## src/core/ewsb_defs.vh

```
`ifndef EWSB_DEFS_VH
`define EWSB_DEFS_VH
`define EWSB_SEG_HI 19
`define EWSB_SEG_LO 16
`define EWSB_SEG_F 4'hf
`define EWSB_WAIT_CLKS 2'h1
`endif

```

## src/core/ewsb_bridge.v

```verilog
`timescale 1ns/1ps
`include "ewsb_defs.vh"
// Redriving bridge with expansion wait-state generator
module ewsb_bridge #(
   parameter ADDR_W = 20,
   parameter DATA_W = 8
) (
   input wire ref_clk,
   input wire reset,
   input wire clkEn,
   // System side, outward group then inward group
   input wire [ADDR_W-1:0] sysAddr,
   input wire sysDmaOwnsBus,
   input wire [3:0] sysDmaAcknowledgesN,
   input wire sysMemReadStrobeN,
   input wire sysMemWriteStrobeN,
   input wire sysPortReadStrobeN,
   input wire sysPortWriteStrobeN,
   input wire sysAle,
   input wire sysTermCount,
   input wire sysChanReset,
   input wire sysRefresh,
   input wire [DATA_W-1:0] sysDataIn,
   output reg [DATA_W-1:0] sysDataOut,
   output reg sysDataOe,
   output reg [5:0] sysInterruptRequests,
   output reg [2:0] sysDmaRequests,
   output reg sysChannelReadyLine,
   output reg sysChannelCheckErrorN,
   // Segment switch, 1 = off
   input wire [3:0] segSwitch,
   // Expansion side
   output reg [ADDR_W-1:0] expAddr,
   output reg expDmaOwnsBus,
   output reg [3:0] expDmaAcknowledgesN,
   output reg expMemReadStrobeN,
   output reg expMemWriteStrobeN,
   output reg expPortReadStrobeN,
   output reg expPortWriteStrobeN,
   output reg expAle,
   output reg expClk,
   output reg expTermCount,
   output reg expChanReset,
   output reg [DATA_W-1:0] expDataOut,
   output reg expDataOe,
   input wire [DATA_W-1:0] expDataIn,
   input wire [5:0] expInterruptRequests,
   input wire [2:0] expDmaRequests,
   input wire expChannelReadyLine,
   input wire expChannelCheckErrorN,
   output reg waitActive
);
   localparam ST_IDLE = 3'b001;
   localparam ST_WAIT = 3'b010;
   localparam ST_DONE = 3'b100;

   wire [5:0] irqS;
   wire [2:0] drqS;
   wire [3:0] swS;
   wire rdyS;
   wire chkS;
   wire [DATA_W-1:0] dataS;
   reg [2:0] state_r;
   reg [2:0] state_nxt;
   reg [1:0] cnt_r;
   reg [1:0] cnt_nxt;
   reg clkDiv_r;
   reg qualify;
   wire [3:0] seg;
   wire memStrobe;

   // Wait-state scheme in brief:
   // Qualify a memory cycle on the sampled strobes and address.
   // Drop system ready for one clock, then let it follow the far side.
   // A slow option adapter can still stretch the cycle through its own ready.
   // Its hold arrives three clocks late, after the sync and the register.
   // One wait per strobe; the machine re-arms only once both strobes rise.
   // Port cycles never qualify, as the compare looks at memory strobes only.
   // Refresh is a separate qualifier, so refresh never costs a wait.
   // Segment F stays exempt whatever the switch says.
   // All state holds while clkEn is low, so an idle enable never adds a wait.

   // Inward pins come from the far cable end, so synchronise
   ewsb_sync #(.WIDTH(6 + 3 + 4 + 1 + 1 + DATA_W)) uSync (
      .ref_clk(ref_clk),
      .reset(reset),
      .clkEn(clkEn),
      .asyncIn({expInterruptRequests, expDmaRequests, segSwitch,
         expChannelReadyLine, expChannelCheckErrorN, expDataIn}),
      .syncOut({irqS, drqS, swS, rdyS, chkS, dataS})
   );
   // Switch is synchronised too: a flip mid-cycle must not glitch the compare.
   // Limitation: a new setting takes two clocks to apply.
   // Read data is sampled late; the far end holds it for the whole strobe.
   // Trade-off: one shared synchroniser keeps the inward paths in step.

   assign seg = sysAddr[`EWSB_SEG_HI:`EWSB_SEG_LO];
   assign memStrobe = ~sysMemReadStrobeN | ~sysMemWriteStrobeN;

   // Switch reads 1 = off; inverted value is the first expansion segment
   always @* begin
      qualify = memStrobe & ~sysRefresh
         & (seg >= ~swS)
         & (seg != `EWSB_SEG_F);
   end
   // Compare is unsigned on the four segment bits.
   // Switch all on reads zero, so the limit is F and nothing waits.
   // Switch all off reads F, so every segment from 0 to E waits.
   // Option ROM is plain memory here; no type decode is needed.

   // One wait per strobe; DONE holds until both memory strobes rise
   always @* begin
      state_nxt = state_r;
      cnt_nxt = cnt_r;
      case (state_r)
         ST_IDLE: begin
            if (qualify) begin
               state_nxt = ST_WAIT;
               cnt_nxt = `EWSB_WAIT_CLKS;
            end
         end
         ST_WAIT: begin
            if (cnt_r == 2'h1) begin
               state_nxt = ST_DONE;
            end
            cnt_nxt = cnt_r - 2'h1;
         end
         ST_DONE: begin
            if (!memStrobe) begin
               state_nxt = ST_IDLE;
            end
         end
         default: begin
            state_nxt = ST_IDLE;
            cnt_nxt = 2'h0;
         end
      endcase
   end

   // State register; reset puts the machine idle with no wait pending.
   // Freezing on clkEn keeps the wait length counted in enabled clocks.
   always @(posedge ref_clk) begin
      if (reset) begin
         state_r <= ST_IDLE;
         cnt_r <= 2'h0;
      end else if (clkEn) begin
         state_r <= state_nxt;
         cnt_r <= cnt_nxt;
      end
   end

   // Outward redrive, registered; oscillator is not forwarded
   always @(posedge ref_clk) begin
      if (reset) begin
         expAddr <= {ADDR_W{1'b0}};
         expDmaOwnsBus <= 1'b0;
         expDmaAcknowledgesN <= 4'hf;
         expMemReadStrobeN <= 1'b1;
         expMemWriteStrobeN <= 1'b1;
         expPortReadStrobeN <= 1'b1;
         expPortWriteStrobeN <= 1'b1;
         expAle <= 1'b0;
         expClk <= 1'b0;
         expTermCount <= 1'b0;
         expChanReset <= 1'b1;
         expDataOut <= {DATA_W{1'b0}};
         expDataOe <= 1'b0;
         clkDiv_r <= 1'b0;
      end else if (clkEn) begin
         expAddr <= sysAddr;
         expDmaOwnsBus <= sysDmaOwnsBus;
         expDmaAcknowledgesN <= sysDmaAcknowledgesN;
         expMemReadStrobeN <= sysMemReadStrobeN;
         expMemWriteStrobeN <= sysMemWriteStrobeN;
         expPortReadStrobeN <= sysPortReadStrobeN;
         expPortWriteStrobeN <= sysPortWriteStrobeN;
         expAle <= sysAle;
         clkDiv_r <= ~clkDiv_r;
         expClk <= clkDiv_r; // Channel clock copy, half rate
         expTermCount <= sysTermCount;
         expChanReset <= sysChanReset;
         expDataOut <= sysDataIn;
         expDataOe <= ~sysMemWriteStrobeN | ~sysPortWriteStrobeN;
      end
   end

   // Inward redrive; ready merges device hold with our wait
   // Ready uses the next state so the wait shows on the qualifying edge.
   // Hazard: a registered copy of state_r would add one clock of delay.
   // Data enable toward the system follows the read strobes only.
   // Interrupt, request and check lines are copied without any filtering.
   // Check stays active low, as on the channel.
   // waitActive mirrors the bridge's own hold, not the far device's.
   always @(posedge ref_clk) begin
      if (reset) begin
         sysInterruptRequests <= 6'h00;
         sysDmaRequests <= 3'h0;
         sysChannelReadyLine <= 1'b1;
         sysChannelCheckErrorN <= 1'b1;
         sysDataOut <= {DATA_W{1'b0}};
         sysDataOe <= 1'b0;
         waitActive <= 1'b0;
      end else if (clkEn) begin
         sysInterruptRequests <= irqS;
         sysDmaRequests <= drqS;
         sysChannelCheckErrorN <= chkS;
         sysChannelReadyLine <= rdyS & (state_nxt != ST_WAIT);
         waitActive <= (state_nxt == ST_WAIT);
         sysDataOut <= dataS;
         sysDataOe <= ~sysMemReadStrobeN | ~sysPortReadStrobeN;
      end
   end
endmodule // ewsb_bridge

```

## src/core/ewsb_sync.v

```verilog
`timescale 1ns/1ps
// Two-flop synchroniser for pin-level inputs
module ewsb_sync #(
   parameter WIDTH = 1
) (
   input wire ref_clk,
   input wire reset,
   input wire clkEn,
   input wire [WIDTH-1:0] asyncIn,
   output reg [WIDTH-1:0] syncOut
);
   reg [WIDTH-1:0] meta_r;

   // First stage feeds only the second
   always @(posedge ref_clk) begin
      if (reset) begin
         meta_r <= {WIDTH{1'b0}};
         syncOut <= {WIDTH{1'b0}};
      end else if (clkEn) begin
         meta_r <= asyncIn;
         syncOut <= meta_r;
      end
   end
endmodule // ewsb_sync

```

## config.mk

```make
export PLATFORM = sky130hd
export DESIGN_NAME = ewsb_bridge
export DESIGN_NICKNAME = d
export VERILOG_FILES = /design/src/core/ewsb_bridge.v /design/src/core/ewsb_sync.v
export VERILOG_INCLUDE_DIRS = /design/src /design/src/core
export SDC_FILE = /design/constraint.sdc
export NUM_CORES = 1
export LEC_CHECK = 0
export ABC_AREA = 1
export ABC_CLOCK_PERIOD_IN_PS = 2900
export BUFFER_PORTS_ARGS = -buffer_cell sky130_fd_sc_hd__buf_4
export CAP_MARGIN = 20
export CORE_MARGIN = 2
export CORE_UTILIZATION = 50
export CTS_CLUSTER_SIZE = 28
export DETAILED_ROUTE_END_ITERATION = 8
export PLACE_DENSITY_LB_ADDON = 0.15
export REMOVE_ABC_BUFFERS = 1
export SYNTH_ARGS = -nofsm -noshare
export SYNTH_HDL_FRONTEND = slang
export SYNTH_SLANG_ARGS = --single-unit
```

## constraint.sdc

```tcl
create_clock -name ref_clk -period 2.9 [get_ports ref_clk]
set_input_delay 0.145 -clock ref_clk [delete_from_list [all_inputs] [get_ports ref_clk]]
set_output_delay 0.145 -clock ref_clk [all_outputs]
set_load 0.02 [all_outputs]
```

==> Word-level counts from Yosys, hierarchy flattened <==
Cells that the tools add are included.
{ "classes": {"add_sub_neg": 1, "n_lt_le_gt_ge": 1, "n_eq_ne": 8, "n_mux": 6, "bitwise_logic": 15, "reduce_logical": 1} }
{ "op_table": {"columns": ["operator", "n"], "rows": [
  ["$mux 3", 3],
  ["$pmux 3 s3", 1],
  ["$not 1->1", 7],
  ["$eq 3x2->1 const B", 2],
  ["$pmux 2 s3", 1],
  ["$and 1x1->1", 4],
  ["$ge 4x4->1", 1],
  ["$ne 4x4->1 const B", 1],
  ["$not 4->4", 1],
  ["$eq 3x1->1 const B", 1],
  ["$eq 3x3->1 const B", 1],
  ["$ne 3x2->1 const B", 1],
  ["$or 1x1->1", 3],
  ["$reduce_and 3->1", 1],
  ["$eq 2x1->1 const B", 1],
  ["$mux 2", 1],
  ["$ne 2x2->1 const B", 1],
  ["$sub 2x1->2 const B", 1]
]} }
{ "totals": {"regBits": 115, "in_bits": 67, "word_cells": 57} }

==> Logic depth before layout (Yosys ltp) <==
Gate-level depths: netlist of the first run.
{ "depth": {"ltp_word": 9, "depth_mapped": 13, "mapped_depth_nobuf": 13} }

==> Hierarchy <==
Synthesis of the first run repeated with hierarchy kept, for this count alone.
{ "hier_totals": {"cells_unflattened": 629, "hier_area_um2": 4503.1} }
{ "modules_own_cells": {"columns": ["mod", "n_inst", "cells_each", "area_per_inst_um2"], "rows": [
  ["ewsb_bridge", 1, 338, 2588.7],
  ["ewsb_sync", 1, 291, 1914.3]
]} }

==> Worst setup path before layout of the first run <==
Ideal clock, no wire load.
{ "synth_timing": {"path_type": "reg-to-reg", "start": "register uSync.syncOut[13]", "end": "register cnt_r[0]", "t_arrival_ps": 1125, "slack_ps": 1662, "path_stages_with_launch": 10, "n_path_buf": 0, "synth_period_minus_slack_ps": 1238, "cell_sequence": "dfxtp_1 ha_1 a21oi_1 nand3_1 nand2_1 nand2_2 nand2_2 nand2_1 nand2_1 nor2_1"} }
{ "synth_via": {"elab_chain_len": 6} }
{ "synth_rtl": {"columns": ["item", "line", "source"], "rows": [
  ["start, declared", "ewsb_sync.v:10", "output reg [WIDTH-1:0] syncOut"],
  ["start signal, assigned", "ewsb_sync.v:18", "syncOut <= {WIDTH{1'b0}};"],
  ["start signal, assigned", "ewsb_sync.v:21", "syncOut <= meta_r;"],
  ["$not 4->4", "ewsb_bridge.v:103", "& (seg >= ~swS)"],
  ["$ge 4x4->1", "ewsb_bridge.v:103", null],
  ["$and 1x1->1", "ewsb_bridge.v:103", null],
  ["$and 1x1->1", "ewsb_bridge.v:102", "qualify = memStrobe & ~sysRefresh"],
  ["$ne 2x2->1 (no source line)", null, null],
  ["$reduce_and 3->1 (no source line)", null, null],
  ["end signal, assigned", "ewsb_bridge.v:148", "cnt_r <= cnt_nxt;"],
  ["end, declared", "ewsb_bridge.v:65", "reg [1:0] cnt_r;"]
]} }
No other way between the ends.
A chain may end at the register's enable or synchronous reset.

==> flow_summary.html, run 1 <==
<table>
<tr><th>Metric</th><th>Value</th></tr>
<tr><th colspan="2">Floorplan</th></tr>
<tr><td>Standard-cell rows</td><td>33</td></tr>
<tr><td>I/O pin count</td><td>130</td></tr>
<tr><td>Core Region</td><td>between 0.008 and 0.009 mm^2</td></tr>
<tr><td>Initial core utilization</td><td>51.7%</td></tr>
<tr><td>Area of the die</td><td>~0.0092 mm^2</td></tr>
<tr><td>Vertical die dimension</td><td>about 96 um</td></tr>
<tr><td>Die X-Extent</td><td>between 90 and 100 um</td></tr>
<tr><th colspan="2">STA</th></tr>
<tr><td>Ratio of final minimum period to clock period</td><td>64.8%</td></tr>
<tr><td>Max Clock Freq</td><td>between 500 and 600 MHz</td></tr>
<tr><td>Final Hold Viols</td><td>0</td></tr>
<tr><td>Setup total negative slack</td><td>0 ns</td></tr>
<tr><td>RSZ-0062 raised after global routing</td><td>false</td></tr>
<tr><td>Number of failing setup endpoints in the final timing report</td><td>0</td></tr>
<tr><td>Skew final</td><td>0.0105 ns</td></tr>
<tr><td>Transition time of the tightest slew-check pin</td><td>~0.8 ns</td></tr>
<tr><td>Slew HR</td><td>between 40% and 50%</td></tr>
<tr><td>Final Slew Violations</td><td>0</td></tr>
<tr><td>Final critical path time including I/O delays and setup</td><td>about 1.9 ns</td></tr>
<tr><td>Crit path setup slack, layout</td><td>around 1.0 ns</td></tr>
<tr><th colspan="2">Worst setup path</th></tr>
<tr><td>Delay of the slowest cell on the worst path</td><td>0.57 ns</td></tr>
<tr><td>Most prevalent standard cell on the critical path</td><td>dlygate4sd3_1</td></tr>
<tr><td>Worst-path cell chain</td><td>dlygate4sd3_1, buf_4, inv_2, o21ai_0, a31oi_1, dlygate4sd3_1</td></tr>
<tr><td>Top fanout value on the critical path</td><td>44</td></tr>
<tr><td>CP startpoint kind</td><td>input port</td></tr>
<tr><td>Number of buffer and inverter stages on the critical path</td><td>4</td></tr>
<tr><td>Critical path data required time</td><td>about 3.3 ns</td></tr>
<tr><td>Kind of cell adding the most delay to the critical path</td><td>buffers and inverters</td></tr>
<tr><td>Crit. End Element</td><td>flop</td></tr>
<tr><td>Critical path start-end classification</td><td>in2reg</td></tr>
<tr><td>Slowest cell on the critical path</td><td>dlygate4sd3_1</td></tr>
<tr><td>Arrival time at the worst endpoint</td><td>about 2.3 ns</td></tr>
<tr><td>Register-to-register path setup slack</td><td>roughly 1.5 ns</td></tr>
<tr><th colspan="2">Yosys</th></tr>
<tr><td>Primary FF master, synth</td><td>dfxtp_1</td></tr>
<tr><td>Synthesis-stage register bit count</td><td>about 120</td></tr>
<tr><td>Async set-or-reset flop fraction in the synthesized netlist</td><td>0%</td></tr>
<tr><td>Most frequent cell after synthesis</td><td>nor2_1</td></tr>
<tr><td>Number of instances in the synthesized netlist</td><td>~550</td></tr>
<tr><td>Commonest cells in the netlist</td><td>191 x nor2_1, 115 x dfxtp_1, 100 x o21ai_0</td></tr>
<tr><td>Top-area cell type share of the netlist area</td><td>a little over half</td></tr>
<tr><td>Area contributors post-synth</td><td>dfxtp_1 54%, nor2_1 17%, o21ai_0 12%</td></tr>
<tr><td>EDFF count, synth</td><td>0</td></tr>
<tr><td>Yosys warning total</td><td>0</td></tr>
<tr><td>Post-synth design cell area</td><td>~0.0042 mm^2</td></tr>
<tr><td>Register area share after synthesis</td><td>between 50% and 60%</td></tr>
<tr><td>Average size of a mapped cell</td><td>between 7 and 8 um^2</td></tr>
<tr><td>Post-synth cell types</td><td>23</td></tr>
<tr><td>Yosys top cell by area</td><td>dfxtp_1</td></tr>
<tr><th colspan="2">Flow run</th></tr>
<tr><td>Max capacitance violation total</td><td>0</td></tr>
<tr><th colspan="2">Global routing</th></tr>
<tr><td>Initial antenna violation count</td><td>0</td></tr>
<tr><td>Via count of the first global-routing pass</td><td>~4000</td></tr>
<tr><td>Global routing usage summed across all routing layers</td><td>between 20% and 30%</td></tr>
<tr><td>First-pass GRT wire length</td><td>17700 um</td></tr>
<tr><td>Maximum number of pins on one net before global-route repair</td><td>84</td></tr>
<tr><td>Grt total ovfl</td><td>0</td></tr>
<tr><th colspan="2">Detailed routing</th></tr>
<tr><td>First-pass detailed-route iteration total</td><td>4</td></tr>
<tr><td>Routed wire length</td><td>10800 um</td></tr>
<tr><td>Average routed wire per standard cell</td><td>between 10 and 15 um</td></tr>
<tr><td>Via/cell ratio</td><td>approximately 4.9</td></tr>
<tr><td>Routed via count</td><td>just over 4000</td></tr>
<tr><td>DRC violation total after the first TritonRoute iteration</td><td>176</td></tr>
<tr><td>Drc violations</td><td>0</td></tr>
<tr><td>Remaining number of nets flagged by the antenna check after routing</td><td>0</td></tr>
<tr><th colspan="2">Power</th></tr>
<tr><td>Worst IR Drop VDD</td><td>~0.43 mV</td></tr>
<tr><td>Cell Pwr Density</td><td>about 670 mW/mm^2</td></tr>
<tr><td>Leakage power figure</td><td>3.01 nW</td></tr>
<tr><td>Final Power</td><td>around 4.3 mW</td></tr>
<tr><th colspan="2">Final layout</th></tr>
<tr><td>Utilization after layout</td><td>just under 80%</td></tr>
<tr><td>Final Instance Area</td><td>0.00638 mm^2</td></tr>
<tr><td>Layout cells sized above 1</td><td>a little under a quarter</td></tr>
<tr><td>N_diodes</td><td>0</td></tr>
<tr><td>Area Overhead vs Synth</td><td>50.4%</td></tr>
<tr><td>Net count reported at finish</td><td>~800</td></tr>
<tr><th colspan="2">Placed design</th></tr>
<tr><td>Gp weighted congestion</td><td>between 0.8 and 0.9</td></tr>
<tr><td>Minimum setup slack after placement</td><td>1.23 ns</td></tr>
<tr><td>Port Buf Inserts</td><td>between 100 and 150</td></tr>
<tr><td>Placed standard-cell area</td><td>0.00516 mm^2</td></tr>
<tr><td>DP Wirelength</td><td>around 5800 um</td></tr>
<tr><th colspan="2">Outcome</th></tr>
<tr><td>Run status</td><td>finished, final reports clean</td></tr>
<tr><th colspan="2">CTS</th></tr>
<tr><td>Number of buffers between clock root and the deepest sink</td><td>2</td></tr>
<tr><td>Clock Pin Slew Worst Setup and Hold Paths</td><td>~0.060 ns</td></tr>
<tr><td>Source-to-sink clock delay at the later pin of the worst-skew pair</td><td>approximately 0.5 ns</td></tr>
<tr><td>Number of clock sinks seen by CTS</td><td>roughly 120</td></tr>
<tr><td>Number of clock buffers inserted by TritonCTS</td><td>17</td></tr>
<tr><td>Post-CTS Setup Repair Bufs</td><td>0</td></tr>
<tr><td>Total number of H-tree levels</td><td>4</td></tr>
<tr><td>CTS tree</td><td>yes</td></tr>
<tr><td>Clk Tree Root Cell</td><td>clkbuf_8</td></tr>
<tr><th colspan="2">Hold path</th></tr>
<tr><td>Min-Delay Path Class</td><td>in2reg</td></tr>
</table>
-- final timing paths --
check                                    startpoint                  end  cells after the start
worst max register to register    uSync.syncOut[13]             cnt_r[0]                      9
worst max-delay path                          reset            expDataOe                      6
worst min-delay path                     sysRefresh           state_r[0]                      7
worst min register to register  expPortWriteStrobeN  expPortWriteStrobeN                      2
-- per-stage QoR --
stage,hold WS [ns],std cells
after detailed placement,0.355,747
after global routing,0.0956,845
final,0.0795,845
after floorplan,0.214,509
after global placement,0.355,747
after CTS,0.0615,845
-- tightest hold or removal path, delay by kind of cell --
family                 cells  cell delay, ns
and+or+nand+nor            6            0.33
buffers and inverters      1            0.08
-- placed cells by master, fill, tap and decap left out --
cell	n
buf_4	132
inv_4	1
clkbuf_8	2
o21ai_0	100
clkinv_4	3
inv_2	1
bufinv_16	2
nand3_1	19
dfxtp_1	115
nor3_1	1
nor3_2	1
o22ai_1	1
a31oi_1	2
dlygate4sd3_1	66
inv_1	19
nand4_1	1
nor2_2	2
clkinvlp_4	4
buf_12	1
ha_1	5
clkbuf_1	1
a21oi_1	8
clkinv_2	4
nand2_2	2
nor2_1	191
clkbuf_16	16
nand2_1	40
-- what timing repair did --
action                                 4_1_cts  5_1_grt
endpoints found under the hold margin       72        0
hold buffers                                66        0
resized for setup                            0        0
-- layout make-up --
class / instances / area [um^2]
Clock inverter: 13 / 136
Inverter: 21 / 81.3
Timing Repair Buffer: 199 / 1670
Fill cell: 547 / 1830
Clock buffer: 19 / 432
Sequential cell: 115 / 2300
Multi-Input combinational cell: 373 / 1630
Tap cell: 105 / 131
-- sequential cells by signal, summed over array words and instances, names as in the netlist, 2 cells and up --
name	count
uSync.meta_r	23
uSync.syncOut	23
expAddr	20
expDataOut	8
sysDataOut	8
sysInterruptRequests	6
expDmaAcknowledgesN	4
state_r	3
sysDmaRequests	3
cnt_r	2
-- logic make-up after synthesis --
logic type / share of synthesized area [%]
AOI/OAI and AO/OA: 13.2
DFF: 54.2
adders and majority gates: 1.47
and+or+nand+nor: 23.7
buffers and inverters: 7.40
-- metal layers --
metal / track usage, % / routed length, um
met1: 29.2 / 4800
met2: 40.5 / 5230
met3: 8.69 / 605
met4: 9.05 / 122
met5: 0 / 0
-- report_power, final --
part,switching [mW],total (mW),internal [mW]
clock,0.708,1.95,1.24
combinational,0.298,0.569,0.271
sequential,0.0551,1.75,1.69
total,1.06,4.26,3.20
Note: power is estimated with default switching activity, not from simulation.
==> run 2: changes to the inputs <==
--- a/config.mk
+++ b/config.mk
@@ -7,7 +7,7 @@
 export NUM_CORES = 1
 export LEC_CHECK = 0
 export ABC_AREA = 1
-export ABC_CLOCK_PERIOD_IN_PS = 2900
+export ABC_CLOCK_PERIOD_IN_PS = 2000
 export BUFFER_PORTS_ARGS = -buffer_cell sky130_fd_sc_hd__buf_4
 export CAP_MARGIN = 20
 export CORE_MARGIN = 2
==> constraint.sdc (replaced) <==
create_clock -name ref_clk -period 2 [get_ports ref_clk]
set_input_delay 0.1 -clock ref_clk [delete_from_list [all_inputs] [get_ports ref_clk]]
set_output_delay 0.1 -clock ref_clk [all_outputs]
set_load 0.02 [all_outputs]
==> flow_summary.html, run 2 (synthesis gave the netlist of run 1 again) <==
<table>
<tr><th>Metric</th><th>Value</th></tr>
<tr><th colspan="2">STA</th></tr>
<tr><td>RSZ-0062 raised after global routing</td><td>false</td></tr>
<tr><td>Transition time of the tightest slew-check pin</td><td>0.973 ns (+0.157 ns)</td></tr>
<tr><td>Ratio of final minimum period to clock period</td><td>about 87%</td></tr>
<tr><td>Slew HR</td><td>35.1% (-10 points)</td></tr>
<tr><td>Max Clock Freq</td><td>576 MHz</td></tr>
<tr><td>Final Hold Viols</td><td>0 (unchanged)</td></tr>
<tr><td>Number of failing setup endpoints in the final timing report</td><td>0 (unchanged)</td></tr>
<tr><td>Final Slew Violations</td><td>0 (unchanged)</td></tr>
<tr><td>Setup total negative slack</td><td>0 ns (unchanged)</td></tr>
<tr><td>Skew final</td><td>0.00551 ns (-0.00500 ns)</td></tr>
<tr><td>Final critical path time including I/O delays and setup</td><td>between 1.5 and 2 ns</td></tr>
<tr><th colspan="2">Worst setup path</th></tr>
<tr><td>Register-to-register path setup slack</td><td>0.65 ns (-0.87 ns)</td></tr>
<tr><td>CP startpoint kind</td><td>input port</td></tr>
<tr><td>Delay of the slowest cell on the worst path</td><td>0.55 ns (-0.02 ns)</td></tr>
<tr><td>Arrival time at the worst endpoint</td><td>2.19 ns (-0.12 ns)</td></tr>
<tr><td>Kind of cell adding the most delay to the critical path</td><td>buffers and inverters</td></tr>
<tr><td>Critical path start-end classification</td><td>in2reg</td></tr>
<tr><td>Crit. End Element</td><td>flop</td></tr>
<tr><td>Top fanout value on the critical path</td><td>62 (+41%)</td></tr>
<tr><td>Number of buffer and inverter stages on the critical path</td><td>5 (+1)</td></tr>
<tr><td>Slowest cell on the critical path</td><td>dlygate4sd3_1</td></tr>
<tr><td>Worst-path cell chain</td><td>dlygate4sd3_1, buf_4, inv_2, buf_4, o21ai_0, a31oi_1, dlygate4sd3_1</td></tr>
<tr><td>Critical path data required time</td><td>2.46 ns (-0.88 ns)</td></tr>
<tr><th colspan="2">Detailed routing</th></tr>
<tr><td>DRC violation total after the first TritonRoute iteration</td><td>237 (+35%)</td></tr>
<tr><td>Routed wire length</td><td>11600 um (+8.0%)</td></tr>
<tr><td>Average routed wire per standard cell</td><td>13.8 um (+8.0%)</td></tr>
<tr><td>Routed via count</td><td>4223 (+2.1%)</td></tr>
<tr><td>Via/cell ratio</td><td>5.00 (+2.1%)</td></tr>
<tr><td>First-pass detailed-route iteration total</td><td>4 (unchanged)</td></tr>
<tr><td>Drc violations</td><td>0 (unchanged)</td></tr>
<tr><td>Remaining number of nets flagged by the antenna check after routing</td><td>0 (unchanged)</td></tr>
<tr><th colspan="2">Global routing</th></tr>
<tr><td>Via count of the first global-routing pass</td><td>4276 (+7.7%)</td></tr>
<tr><td>Initial antenna violation count</td><td>0 (unchanged)</td></tr>
<tr><td>Maximum number of pins on one net before global-route repair</td><td>113 (+35%)</td></tr>
<tr><td>Global routing usage summed across all routing layers</td><td>26.6% (+2.2 points)</td></tr>
<tr><td>First-pass GRT wire length</td><td>19200 um (+8.9%)</td></tr>
<tr><td>Grt total ovfl</td><td>0 (unchanged)</td></tr>
<tr><th colspan="2">CTS</th></tr>
<tr><td>Post-cts gate resize count</td><td>0 (unchanged)</td></tr>
<tr><td>Total number of H-tree levels</td><td>4 (unchanged)</td></tr>
<tr><td>Number of clock sinks seen by CTS</td><td>115 (unchanged)</td></tr>
<tr><td>Clk Tree Root Cell</td><td>clkbuf_8</td></tr>
<tr><td>Number of buffers between clock root and the deepest sink</td><td>2 (unchanged)</td></tr>
<tr><td>Post-CTS Setup Repair Bufs</td><td>0 (unchanged)</td></tr>
<tr><td>Number of clock buffers inserted by TritonCTS</td><td>17 (unchanged)</td></tr>
<tr><td>Clock Pin Slew Worst Setup and Hold Paths</td><td>0.06 ns (about the same)</td></tr>
<tr><td>Source-to-sink clock delay at the later pin of the worst-skew pair</td><td>0.51 ns (about the same)</td></tr>
<tr><td>CTS tree</td><td>yes</td></tr>
<tr><th colspan="2">Floorplan</th></tr>
<tr><td>Area of the die</td><td>0.00925 mm^2 (unchanged)</td></tr>
<tr><td>Standard-cell rows</td><td>33 (unchanged)</td></tr>
<tr><td>Die X-Extent</td><td>96.2 um (unchanged)</td></tr>
<tr><td>I/O pin count</td><td>130 (unchanged)</td></tr>
<tr><td>Initial core utilization</td><td>51.7% (unchanged)</td></tr>
<tr><td>Core Region</td><td>0.00822 mm^2 (unchanged)</td></tr>
<tr><td>Vertical die dimension</td><td>96.2 um (unchanged)</td></tr>
<tr><th colspan="2">Final layout</th></tr>
<tr><td>N_diodes</td><td>0 (unchanged)</td></tr>
<tr><td>Area taken by flip-flops and latches</td><td>0.00230 mm^2 (unchanged)</td></tr>
<tr><td>Net count reported at finish</td><td>800 (+0.13%)</td></tr>
<tr><td>Most frequent cells in the layout</td><td>191 x nor2_1, 132 x buf_4, 115 x dfxtp_1</td></tr>
<tr><td>Commonest non-fill, non-tap cell in the layout</td><td>nor2_1</td></tr>
<tr><td>Layout cells sized above 1</td><td>23.1% (unchanged)</td></tr>
<tr><td>Total area of multi-input combinational cells</td><td>0.00163 mm^2 (unchanged)</td></tr>
<tr><td>Fillers</td><td>543 (-0.73%)</td></tr>
<tr><td>Top flop regs</td><td>uSync.meta_r (23), uSync.syncOut (23), expAddr (20)</td></tr>
<tr><td>Area Overhead vs Synth</td><td>52.2%</td></tr>
<tr><th colspan="2">Hold path</th></tr>
<tr><td>Min-Delay Path Class</td><td>in2reg</td></tr>
<tr><th colspan="2">Power</th></tr>
<tr><td>Worst IR Drop VDD</td><td>0.680 mV (+58%)</td></tr>
<tr><td>Cell Pwr Density</td><td>1010 mW/mm^2 (+51%)</td></tr>
<tr><td>Final Power</td><td>6.53 mW (+53%)</td></tr>
<tr><td>Leakage power figure</td><td>3.05 nW (+1.6%)</td></tr>
<tr><th colspan="2">Outcome</th></tr>
<tr><td>Run status</td><td>finished, final reports clean</td></tr>
<tr><th colspan="2">Placed design</th></tr>
<tr><td>Gp weighted congestion</td><td>0.849 (+4.4%)</td></tr>
<tr><td>DP Wirelength</td><td>5920 um (+2.4%)</td></tr>
<tr><td>Port Buf Inserts</td><td>129 (unchanged)</td></tr>
<tr><th colspan="2">Flow run</th></tr>
<tr><td>Max capacitance violation total</td><td>0 (unchanged)</td></tr>
</table>
## run 2: changes by cell type in the layout (fill, tap and decap cells not counted)
cell        delta
clkbuf_8       +3
clkinv_2       -1
bufinv_16      +2
buf_12         +1
clkinvlp_4     -3
clkinv_4       -2
## run 2: path summary, 6_finish.rpt
kind                        to  cells past startpoint              start
max                  expDataOe                      7              reset
min reg2reg  uSync.syncOut[10]                      2  uSync.syncOut[10]
min                 state_r[0]                      7         sysRefresh
max reg2reg           cnt_r[0]                      9  uSync.syncOut[13]
## run 2: power breakdown
group          total (mW)  switching, mW  internal (mW)
logic               0.840          0.443          0.397
clock network        3.15           1.01           2.14
registers            2.54         0.0826           2.45
total                6.53           1.54           4.99
## run 2: per-layer routing
layer  GRT usage (%)  share of wire, %  up-vias
li1                -                 -     2103
met1            30.1                41     1952
met2            45.7                51      132
met3            8.93               6.0       36
met4            11.2               2.5        0
met5               0                 0        -
## run 2: worst min-delay path: stages
cell and delay, ns:
buf_4 0.08, nor3_2 0.04, nand2_1 0.07, nand2_2 0.07, nand3_1 0.07, nand2_1 0.04, nand2_1 0.04
## run 2: stage by stage
stage	std cells	cell area [um^2]	hold WS (ns)	utilization [%]	setup slack, ns
floorplan	509	4010	0.169	-	0.750
global placement	748	5180	0.302	63.0	0.629
detailed placement	748	5180	0.313	63.0	0.563
CTS	845	6460	0.0158	78.6	0.263
global route	845	6460	0.0752	78.6	0.0969
finish	845	6460	0.0289	78.6	0.264
## run 2: layout make-up
cell class	instances	share of cell area (%)
inverter	21	1.26
timing repair buffer	200	26.2
clock buffer	22	7.32
sequential	115	35.6
clock inverter	9	2.34
multi-input combinational	373	25.2
tap	105	2.03
## run 2: timing repair
action	in CTS	in global routing
endpoints found under the setup margin	0	0
endpoints found under the hold margin	72	0
hold buffers	66	0
